<file path="config.mk">
export PLATFORM = sky130hd
export DESIGN_NAME = wwdt_core
export DESIGN_NICKNAME = d
export VERILOG_FILES = /design/src/design/wwdt_pkg.sv /design/src/design/wwdt_core.sv
export SDC_FILE = /design/constraint.sdc
export NUM_CORES = 1
export LEC_CHECK = 0
export BUFFER_PORTS_ARGS = -buffer_cell sky130_fd_sc_hd__buf_2
export CORE_ASPECT_RATIO = 0.75
export CORE_UTILIZATION = 55
export DETAILED_ROUTE_END_ITERATION = 8
export PLACE_DENSITY_LB_ADDON = 0.08
export SLEW_MARGIN = 20
export SYNTH_ARGS = -nofsm -noshare
export SYNTH_HDL_FRONTEND = slang
export SYNTH_SLANG_ARGS = --single-unit
export TNS_END_PERCENT = 50
</file>
<file path="constraint.sdc">
create_clock -name clk -period 14 [get_ports clk]
set_input_delay 0.7 -clock clk [delete_from_list [all_inputs] [get_ports clk]]
set_output_delay 0.7 -clock clk [all_outputs]
set_load 0.1 [all_outputs]
</file>
<file path="src/design/wwdt_pkg.sv">
package wwdt_pkg;

    // ------------------------------------------------------------
    // Register map (word index, byte address is index times four)
    // ------------------------------------------------------------
    localparam int IDX_W = 6;
    localparam logic [5:0] IDX_CLKSEL = 6'h09;
    localparam logic [5:0] IDX_CTRL = 6'h0A;
    localparam logic [5:0] IDX_SVC = 6'h0B;
    localparam logic [5:0] IDX_WRITE_LOCK_FLAG = 6'h0C;
    localparam logic [5:0] IDX_STAT = 6'h0D;
    localparam logic [1:0] WORD_ALIGN = 2'h0;

    // ------------------------------------------------------------
    // Service codes and reset values
    // ------------------------------------------------------------
    localparam logic [7:0] SVC_ARM = 8'h55;
    localparam logic [7:0] SVC_FIRE = 8'hAA;
    localparam logic [7:0] CTRL_RST = 8'h00;
    localparam logic [7:0] CLKSEL_RST = 8'h00;
    localparam logic WRITE_LOCK_FLAG_RST = 1'b0;
    localparam logic [2:0] RATE_OFF = 3'h0;

    // ------------------------------------------------------------
    // Time-out table, in powers of two of watchdog clock cycles
    // ------------------------------------------------------------
    localparam int CNT_W = 24;
    localparam logic [4:0] SHIFT_R1 = 5'h0E;
    localparam logic [4:0] SHIFT_R2 = 5'h10;
    localparam logic [4:0] SHIFT_R3 = 5'h12;
    localparam logic [4:0] SHIFT_R4 = 5'h14;
    localparam logic [4:0] SHIFT_R5 = 5'h16;
    localparam logic [4:0] SHIFT_R6 = 5'h17;
    localparam logic [4:0] SHIFT_MAX = 5'h18;
    localparam logic [4:0] QUARTER_SHIFT = 5'h02;

    // Control register layout
    typedef struct packed {
        logic window_mode;
        logic stop_in_debug;
        logic write_mask_bit;
        logic [1:0] rsvd;
        logic [2:0] rate_select;
    } wwdt_ctrl_t;

    // Clock select register layout
    typedef struct packed {
        logic pll_output_select;
        logic pseudo_stop_enable;
        logic clock_source_adjust_bit;
        logic tick_run_in_pseudostop;
        logic watchdog_run_in_pseudostop;
        logic cop_clock_sel_high;
        logic tick_clock_source;
        logic cop_clock_sel_low;
    } wwdt_clksel_t;

    // Status register layout
    typedef struct packed {
        logic [2:0] rsvd;
        logic rearm_allowed;
        logic ctrl_written;
        logic service_armed;
        logic window_open;
        logic running;
    } wwdt_stat_t;

    function automatic logic [4:0] wwdt_rate_shift(input logic [2:0] r);
        case (r)
            3'h1: wwdt_rate_shift = SHIFT_R1;
            3'h2: wwdt_rate_shift = SHIFT_R2;
            3'h3: wwdt_rate_shift = SHIFT_R3;
            3'h4: wwdt_rate_shift = SHIFT_R4;
            3'h5: wwdt_rate_shift = SHIFT_R5;
            3'h6: wwdt_rate_shift = SHIFT_R6;
            default: wwdt_rate_shift = SHIFT_MAX;
        endcase
    endfunction : wwdt_rate_shift

endpackage : wwdt_pkg

</file>
<file path="src/design/wwdt_core.sv">
// Register access over Avalon-MM was left to the implementer.
`timescale 1ns/1ps
`default_nettype none

module wwdt_core #(
    parameter int unsigned RATE_SCALE_DOWN = 0 // Shortens periods for tests
) (
    input wire logic clk, // System clock, 100 MHz
    input wire logic sys_rst, // Async reset, active high
    input wire logic [7:0] address, // Byte address
    input wire logic read, // Read request
    input wire logic write, // Write request
    input wire logic [31:0] writedata, // Write data
    input wire logic [3:0] byteenable, // Byte lanes
    output logic [31:0] readdata, // Read data
    output logic waitrequest, // Stall, low on the answer cycle
    input wire logic internal_ref_tick, // Reference clock tick
    input wire logic oscillator_tick, // Oscillator clock tick
    input wire logic osc_qualified, // Oscillator is good
    input wire logic debug_halt_mode, // Part halted in debug
    input wire logic special_mode, // Special operating mode
    output wwdt_pkg::wwdt_clksel_t clock_select_q, // Clock select state
    output logic tick_freeze, // Freeze periodic tick counter
    output logic system_reset_req // Watchdog system reset
);
    import wwdt_pkg::*;

    // ------------------------------------------------------------
    // State
    // ------------------------------------------------------------
    logic wait_reg, wait_next;
    logic [31:0] rdata_reg, rdata_next;
    wwdt_ctrl_t ctrl_reg, ctrl_next;
    wwdt_clksel_t cs_reg, cs_next;
    logic write_lock_flag_reg, write_lock_flag_next;
    logic written_reg, written_next;
    logic armed_reg, armed_next;
    logic rearm_reg, rearm_next;
    logic oscq_reg;
    logic [CNT_W-1:0] count_reg, count_next;
    logic rst_reg, rst_next;
    logic freeze_reg;

    // ------------------------------------------------------------
    // Bus decode
    // ------------------------------------------------------------
    logic [IDX_W-1:0] idx;
    logic aligned, wr_ack, rd_load, lane0;
    logic clk_wr, ctrl_wr, svc_wr, write_lock_flag_wr;
    logic [7:0] wbyte;
    wwdt_ctrl_t wr_ctrl;
    wwdt_clksel_t wr_cs;

    // Answer one cycle after the request appears
    assign idx = address[7:2];
    assign aligned = (address[1:0] == WORD_ALIGN);
    assign wr_ack = write & ~wait_reg;
    assign rd_load = read & wait_reg;
    assign lane0 = byteenable[0];
    assign wbyte = writedata[7:0];
    assign wr_ctrl = wwdt_ctrl_t'(wbyte);
    assign wr_cs = wwdt_clksel_t'(wbyte);
    assign clk_wr = wr_ack & lane0 & aligned & (idx == IDX_CLKSEL);
    assign ctrl_wr = wr_ack & lane0 & aligned & (idx == IDX_CTRL);
    assign svc_wr = wr_ack & lane0 & aligned & (idx == IDX_SVC);
    assign write_lock_flag_wr = wr_ack & lane0 & aligned & (idx == IDX_WRITE_LOCK_FLAG);
    assign wait_next = ~((read | write) & wait_reg);

    // ------------------------------------------------------------
    // Control register
    // ------------------------------------------------------------
    logic ctrl_locked, ctrl_take, restart_ctrl, running;

    assign ctrl_locked = ~special_mode & written_reg;
    assign ctrl_take = ctrl_wr & ~wr_ctrl.write_mask_bit & ~ctrl_locked;
    assign restart_ctrl = ctrl_take & (wr_ctrl.rate_select != RATE_OFF);
    assign running = (ctrl_reg.rate_select != RATE_OFF);
    assign written_next = written_reg | ctrl_take;

    // Mask bit is write-only, never stored
    always_comb begin
        ctrl_next = ctrl_reg;
        if (ctrl_wr) begin
            ctrl_next.stop_in_debug = wr_ctrl.stop_in_debug;
        end
        if (ctrl_take) begin
            ctrl_next.window_mode = wr_ctrl.window_mode;
            ctrl_next.rate_select = wr_ctrl.rate_select;
        end
    end

    // ------------------------------------------------------------
    // Period and window
    // ------------------------------------------------------------
    logic dbg_override, window_eff, frozen, tick_sel;
    logic [4:0] base_shift, eff_shift;
    logic [CNT_W:0] period, win_start, count_ext;
    logic win_open, expire;

    assign dbg_override = running & debug_halt_mode
        & ~ctrl_reg.stop_in_debug & special_mode;
    assign base_shift = dbg_override ? SHIFT_MAX
        : wwdt_rate_shift(ctrl_reg.rate_select);
    assign eff_shift = base_shift - 5'(RATE_SCALE_DOWN);
    assign window_eff = ctrl_reg.window_mode & ~dbg_override;
    assign period = (CNT_W+1)'(1) << eff_shift;
    assign win_start = period - (period >> QUARTER_SHIFT);
    assign count_ext = {1'b0, count_reg};
    assign win_open = (count_ext >= win_start);
    assign frozen = ctrl_reg.stop_in_debug & debug_halt_mode;
    assign tick_sel = cs_reg.cop_clock_sel_low ? oscillator_tick
        : internal_ref_tick;
    assign expire = running & tick_sel & ~frozen
        & (count_ext >= (period - (CNT_W+1)'(1)));

    // ------------------------------------------------------------
    // Service sequence
    // ------------------------------------------------------------
    logic early, bad_val, fire_ok, arm_hit;

    assign early = running & window_eff & svc_wr & ~win_open;
    // Unknown service values while running are treated as a failed service
    assign bad_val = running & svc_wr & (wbyte != SVC_ARM)
        & (wbyte != SVC_FIRE);
    assign arm_hit = running & svc_wr & (wbyte == SVC_ARM) & ~early;
    assign fire_ok = running & svc_wr & (wbyte == SVC_FIRE)
        & armed_reg & ~early;

    always_comb begin
        armed_next = armed_reg;
        if (fire_ok | restart_ctrl | ~running) begin
            armed_next = 1'b0;
        end else if (arm_hit) begin
            armed_next = 1'b1;
        end
    end

    // Counter restarts on fire, new rate or expiry
    always_comb begin
        count_next = count_reg;
        if (fire_ok | restart_ctrl | ~running | expire) begin
            count_next = '0;
        end else if (tick_sel & ~frozen) begin
            count_next = count_reg + CNT_W'(1);
        end
    end

    // Reset request holds until the system reset clears it
    assign rst_next = rst_reg | expire | early | bad_val;

    // ------------------------------------------------------------
    // Clock select register
    // ------------------------------------------------------------
    logic osc_drop, cs_open, cs_all, cs_norm, cs_wd, rearm_use;

    assign osc_drop = oscq_reg & ~osc_qualified;
    assign cs_open = clk_wr & ~write_lock_flag_reg;
    assign cs_all = cs_open & special_mode;
    assign cs_norm = cs_open & ~special_mode;
    assign cs_wd = cs_norm & ~written_reg;
    assign rearm_use = cs_norm & written_reg & rearm_reg
        & wr_cs.cop_clock_sel_low;
    // Hardware set wins over a use in the same cycle
    assign rearm_next = osc_drop | (rearm_reg & ~rearm_use);
    assign write_lock_flag_next = write_lock_flag_wr ? wbyte[0] : write_lock_flag_reg;

    always_comb begin
        cs_next = cs_reg;
        if (cs_all) begin
            cs_next = wr_cs;
        end
        if (cs_norm) begin
            cs_next.pll_output_select = wr_cs.pll_output_select;
            cs_next.pseudo_stop_enable = wr_cs.pseudo_stop_enable;
            cs_next.tick_run_in_pseudostop = wr_cs.tick_run_in_pseudostop;
            cs_next.watchdog_run_in_pseudostop =
                wr_cs.watchdog_run_in_pseudostop;
            cs_next.tick_clock_source = wr_cs.tick_clock_source;
        end
        if (cs_wd) begin
            cs_next.clock_source_adjust_bit = wr_cs.clock_source_adjust_bit;
            cs_next.cop_clock_sel_high = wr_cs.cop_clock_sel_high;
            cs_next.cop_clock_sel_low = wr_cs.cop_clock_sel_low;
        end
        // one more set after a clear
        if (rearm_use) begin
            cs_next.cop_clock_sel_low = 1'b1;
        end
        // drop clears only the low bit
        if (osc_drop) begin
            cs_next.cop_clock_sel_low = 1'b0;
        end
    end

    // ------------------------------------------------------------
    // Read mux
    // ------------------------------------------------------------
    wwdt_stat_t stat;
    logic [7:0] rd_byte;

    assign stat = '{rsvd: 3'h0, rearm_allowed: rearm_reg,
        ctrl_written: written_reg, service_armed: armed_reg,
        window_open: win_open, running: running};
    // Unmapped and misaligned reads return zero
    assign rd_byte = ~aligned ? 8'h00
        : (idx == IDX_CLKSEL) ? cs_reg
        : (idx == IDX_CTRL) ? ctrl_reg
        : (idx == IDX_WRITE_LOCK_FLAG) ? {7'h00, write_lock_flag_reg}
        : (idx == IDX_STAT) ? stat
        : 8'h00;
    assign rdata_next = rd_load ? {24'h000000, rd_byte} : rdata_reg;

    // ------------------------------------------------------------
    // Registers
    // ------------------------------------------------------------
    always_ff @(posedge clk or posedge sys_rst) begin
        if (sys_rst) begin
            wait_reg <= 1'b1;
            rdata_reg <= 32'h00000000;
            write_lock_flag_reg <= WRITE_LOCK_FLAG_RST;
        end else begin
            wait_reg <= wait_next;
            rdata_reg <= rdata_next;
            write_lock_flag_reg <= write_lock_flag_next;
        end
    end

    always_ff @(posedge clk or posedge sys_rst) begin
        if (sys_rst) begin
            ctrl_reg <= wwdt_ctrl_t'(CTRL_RST);
            written_reg <= 1'b0;
            armed_reg <= 1'b0;
            count_reg <= '0;
            rst_reg <= 1'b0;
            freeze_reg <= 1'b0;
        end else begin
            ctrl_reg <= ctrl_next;
            written_reg <= written_next;
            armed_reg <= armed_next;
            count_reg <= count_next;
            rst_reg <= rst_next;
            freeze_reg <= frozen;
        end
    end

    always_ff @(posedge clk or posedge sys_rst) begin
        if (sys_rst) begin
            cs_reg <= wwdt_clksel_t'(CLKSEL_RST);
            rearm_reg <= 1'b0;
            oscq_reg <= 1'b0;
        end else begin
            cs_reg <= cs_next;
            rearm_reg <= rearm_next;
            oscq_reg <= osc_qualified;
        end
    end

    assign readdata = rdata_reg;
    assign waitrequest = wait_reg;
    assign clock_select_q = cs_reg;
    assign tick_freeze = freeze_reg;
    assign system_reset_req = rst_reg;

    // ------------------------------------------------------------
    // Checks
    // ------------------------------------------------------------
    // early service check
    a_early_svc_reset: assert property (@(posedge clk)
        disable iff (sys_rst) early |=> system_reset_req)
        else $error("early service no reset");

    a_fire_restart: assert property (@(posedge clk) disable iff (sys_rst)
        (svc_wr && wbyte == SVC_FIRE && armed_reg && running && !early)
        |=> count_reg == '0 && !armed_reg)
        else $error("fire did not restart");

    a_debug_freeze: assert property (@(posedge clk) disable iff (sys_rst)
        (frozen && !ctrl_wr && !svc_wr && running) |=> $stable(count_reg)
        && tick_freeze) else $error("counter moved in debug freeze");

    a_mask_keeps: assert property (@(posedge clk) disable iff (sys_rst)
        (ctrl_wr && wr_ctrl.write_mask_bit) |=> $stable(written_reg)
        && ctrl_reg.rate_select == $past(ctrl_reg.rate_select)
        && ctrl_reg.window_mode == $past(ctrl_reg.window_mode))
        else $error("masked write changed mode");

    a_rate_enable: assert property (@(posedge clk) disable iff (sys_rst)
        restart_ctrl |=> running && count_reg == '0)
        else $error("rate write did not start");

    a_expiry_reset: assert property (@(posedge clk) disable iff (sys_rst)
        expire |=> system_reset_req ##1 system_reset_req)
        else $error("expiry without reset");

    a_debug_longest: assert property (@(posedge clk)
        disable iff (sys_rst) (running && debug_halt_mode
        && !ctrl_reg.stop_in_debug && special_mode)
        |-> base_shift == SHIFT_MAX && !window_eff)
        else $error("debug override not applied");

    a_rate_table: assert property (@(posedge clk) disable iff (sys_rst)
        (!dbg_override && ctrl_reg.rate_select == 3'h1)
        |-> base_shift == SHIFT_R1) else $error("wrong rate shift");

    a_lock_blocks: assert property (@(posedge clk) disable iff (sys_rst)
        (clk_wr && write_lock_flag_reg && !osc_drop) |=> $stable(clock_select_q))
        else $error("write landed while locked");

    a_osc_drop: assert property (@(posedge clk) disable iff (sys_rst)
        (osc_drop && !cs_open) |=> !clock_select_q.cop_clock_sel_low
        && rearm_reg && clock_select_q.cop_clock_sel_high
        == $past(clock_select_q.cop_clock_sel_high))
        else $error("oscillator drop handling wrong");

endmodule : wwdt_core

`default_nettype wire

</file>
==> metrics.log <==
INFO  metric relSlewSlack = 38.7%
INFO  metric synth.lib_cells_used.distinct = 65
INFO  metric via_count = 4,932
INFO  metric vdd_drop_max = 0.0828 mV
INFO  metric crit_family = simple AND/OR/NAND/NOR gates
INFO  metric post-synth-top-count-cell = ha_1
INFO  metric final-setup-viol-count = 0
INFO  metric hold_violations = 0
INFO  metric finalSetupTns = 0 ns
INFO  metric maximum_number_of_pins_on_one_net_before_global_route_repair = 54
INFO  metric final_util = 64.1%
INFO  metric drt-initial-drc-count = 352
INFO  metric cts.root.buffer_cell = clkbuf_16
INFO  metric tritoncts = built
INFO  metric grt_pass1_vias = 4,525
INFO  metric route.antenna.remaining_nets = 0
INFO  metric antenna_violations_before_repair = 0
INFO  metric synth_xor_xnor_area_share = 6.51%
INFO  metric muxShareOfSynthArea = 3.35%
INFO  metric slew_violations = 0
INFO  metric wl_per_cell = 16.3 um
INFO  metric grt_setup_unrepaired = no
INFO  metric detailed_place_hpwl = 10,800 um
INFO  metric synth-adder-area-share = 17.8%
INFO  metric final_layout_size_suffix_gt1_share = 12.9%
INFO  metric worst_path_largest_cell_delay = 0.64 ns
INFO  metric postCtsHoldBufs = 0
INFO  metric transition_time_at_the_pin_with_the_least_slew_margin = 0.913 ns
INFO  metric run_status = complete, no violations
INFO  metric cts_inserted_buffers = 5
INFO  metric routed_via_density = 5.90
INFO  metric die_w = 116 um
INFO  metric cp_slowest_cell = o31ai_1
INFO  metric wl = 13,600 um
INFO  metric fmax = 173 MHz
INFO  metric total_core_area = 0.00927 mm2
INFO  metric synth.cells.most_frequent = ha_1, dfrtp_1, nor2_1, nand3_1, nand2_1
INFO  metric die-area = 0.0102 mm2
INFO  metric clk_transition_reported_paths = 0.07 ns
INFO  metric post_synth_design_cell_area = 0.00538 mm2
INFO  metric final_nets = 836
INFO  metric postLayoutSetupSlackWorst = 8.22 ns
INFO  metric synth-seq-cells = 53
INFO  metric post_dp_cell_area = 0.00575 mm2
INFO  metric finClkSkew = 0.00544 ns
INFO  metric path_cells = buf_2, nand3b_1, and3_1, inv_1, ha_1, nand3_1, a31oi_1, nand2_1, a21oi_1, o31ai_1, nor3_1, a311oi_1, ha_1, nand2_1, or2_2, or4_1, a41oi_2, o21ai_2, a211oi_4, buf_8, nor2_1
INFO  metric hold_class = flop to flop
INFO  metric post_synth_inst_count = 631
INFO  metric synth-simple-area-share = 22.9%
INFO  metric timing.critical_path.fanout_max = 15
INFO  metric min_period_over_period = 41.3%
INFO  metric synth_top_family_by_area = simple AND/OR/NAND/NOR gates
INFO  metric ys_async_sr_fraction = 100%
INFO  metric detailedRoute.firstPassIterationCount = 5
INFO  metric ios = 96
INFO  metric syn_area_per_cell = 8.52 um2
INFO  metric cp_num_buf_inv = 3
INFO  metric synth_top_area_cell = dfrtp_1
INFO  metric ctsLongestPathBuffers = 2
INFO  metric compound_gate_fraction_of_synth_area = 17.8%
INFO  metric grt_pass1_wl = 22,300 um
INFO  metric critPathCaptureType = flop
INFO  metric number_of_flip_flops_under_the_largest_register_name = 24
INFO  metric final_period_minus_worst_setup_slack = 5.78 ns
INFO  metric yosys_most_used_dff = dfrtp_1
INFO  metric ys_top_cells_by_area = dfrtp_1, ha_1, nand3_1
INFO  metric yosys_warnings = 0
INFO  metric critPathRequiredTime = 14.19 ns
INFO  metric post_synth_edffs = 0
INFO  metric critical_path.startpoint_type = input port
INFO  metric start_util = 58.0%
INFO  metric max_cap_violations = 0
INFO  metric drc = 0
INFO  metric postLayoutCellArea = 0.00594 mm2
INFO  metric grtUsageTotal = 28.3%
INFO  metric power.leakage = 0.00308 uW
INFO  metric row_count = 30
INFO  metric synth.top_cell.area_share = 24.2%
INFO  metric syn2layout_area_growth = 10.5%
INFO  metric clk-insertion-delay-late = 0.30 ns
INFO  metric antenna_cells = 0
INFO  metric ctsHtreeMaxLevel = 2
INFO  metric dieHeight = 87.6 um
INFO  metric path_class = input port to flop
INFO  metric globalRouteOverflowTotal = 0
INFO  metric place.gp.congestion = 0.895
INFO  metric post-layout-total-power = 414 uW
INFO  metric placement.setup.worst_slack = 7.69 ns
INFO  metric port_buffers = 44
INFO  metric clock_sinks = 53
INFO  metric power_density = 69.7 mW/mm2
INFO  metric worstPathArrival = 5.97 ns
INFO  metric cts_resized = 0
INFO  metric synth.yosys.seq_area_share = 24.7%
INFO  metric cts.repair_timing.setup_buffer_count = 0
-- tightest hold or removal path, stage by stage (launching register included) --
cell and delay, ns:
dfrtp_1 0.34, nand2_1 0.04, o21ai_0 0.06
-- cell type report --
class / count / area, um2
clock buffer: 5 / 125
clock inverter: 3 / 47.5
fill: 823 / 3330
inverter: 28 / 105
multi-input combinational: 572 / 3930
sequential: 53 / 1330
tap: 128 / 160
timing repair buffer: 47 / 250
-- layout by cell type (no fill, tap or decap), types with 3 or more instances in the layout --
cell type / Yosys / layout
or3_1: 6 / 6
o311ai_0: 6 / 6
nand3_1: 49 / 49
xnor2_1: 27 / 27
o211ai_1: 3 / 3
nor2_1: 52 / 52
and3_1: 12 / 12
or4bb_1: 3 / 3
o21bai_1: 3 / 3
mux2_2: 16 / 16
nand4_1: 14 / 14
conb_1: 2 / 64
buf_2: 2 / 44
inv_1: 28 / 27
xor2_1: 13 / 13
a21o_1: 18 / 18
o211a_1: 3 / 3
nor4_1: 4 / 4
o21a_1: 9 / 9
clkbuf_16: 0 / 5
a21oi_1: 25 / 25
nor3_1: 12 / 12
o31a_1: 4 / 4
a22oi_1: 5 / 5
a211oi_1: 8 / 8
and2_1: 4 / 4
nor2_2: 4 / 4
dfrtp_1: 52 / 52
and4_1: 4 / 4
nand2_1: 47 / 47
nand2b_1: 5 / 5
o21ai_0: 25 / 25
nor2b_1: 11 / 11
ha_1: 75 / 75
or2_2: 4 / 4
o31ai_1: 5 / 4
-- kinds of logic (layout without fill, tap and decap cells) --
logic type | Yosys count | in the layout
flops | 53 | 53
other cells | 2 | 64
buf+inv | 68 | 83
mux | 16 | 16
xor+xnor | 40 | 40
fa+ha+maj | 76 | 76
simple gates | 240 | 240
compound gates | 136 | 136
-- path summary, 6_finish.rpt --
| path | from | to | slack [ns] | depth (start not counted) |
|---|---|---|---|---|
| max | debug_halt_mode | count_reg[6]$_DFFE_PP0P_ | 8.22 | 21 |
| min | readdata[3]$_DFFE_PP0P_ | readdata[3]$_DFFE_PP0P_ | 0.48 | 2 |
| max reg2reg | ctrl_reg[6]$_DFFE_PP0P_ | count_reg[6]$_DFFE_PP0P_ | 8.32 | 20 |
| min reg2reg | readdata[3]$_DFFE_PP0P_ | readdata[3]$_DFFE_PP0P_ | 0.48 | 2 |
| max in group asynchronous | sys_rst | readdata[7]$_DFFE_PP0P_ | 12.97 | 3 |
| min in group asynchronous | sys_rst | count_reg[0]$_DFFE_PP0P_ | 0.57 | 3 |
-- metal layers --
metal,track usage (%),up-vias,routed length [um]
met5,0,-,0
met4,3.96,0,79
met3,4.36,10,1060
met2,42.9,186,5810
met1,43.0,2359,6650
li1,-,2377,-
-- per-stage QoR --
stage	instances	hold slack [ns]
3_3_place_gp	827	0.461
3_5_place_dp	827	0.473
5_1_grt	836	0.509
6_report	836	0.478
4_1_cts	835	0.488
2_1_floorplan	693	0.450
-- where the power goes --
group / total, uW / switching, uW / internal [uW]
Clock: 144 / 58.4 / 85.7
Combinational: 115 / 82.0 / 32.5
Sequential: 155 / 1.03 / 154
No activity file was read; power rests on OpenSTA's default activity.
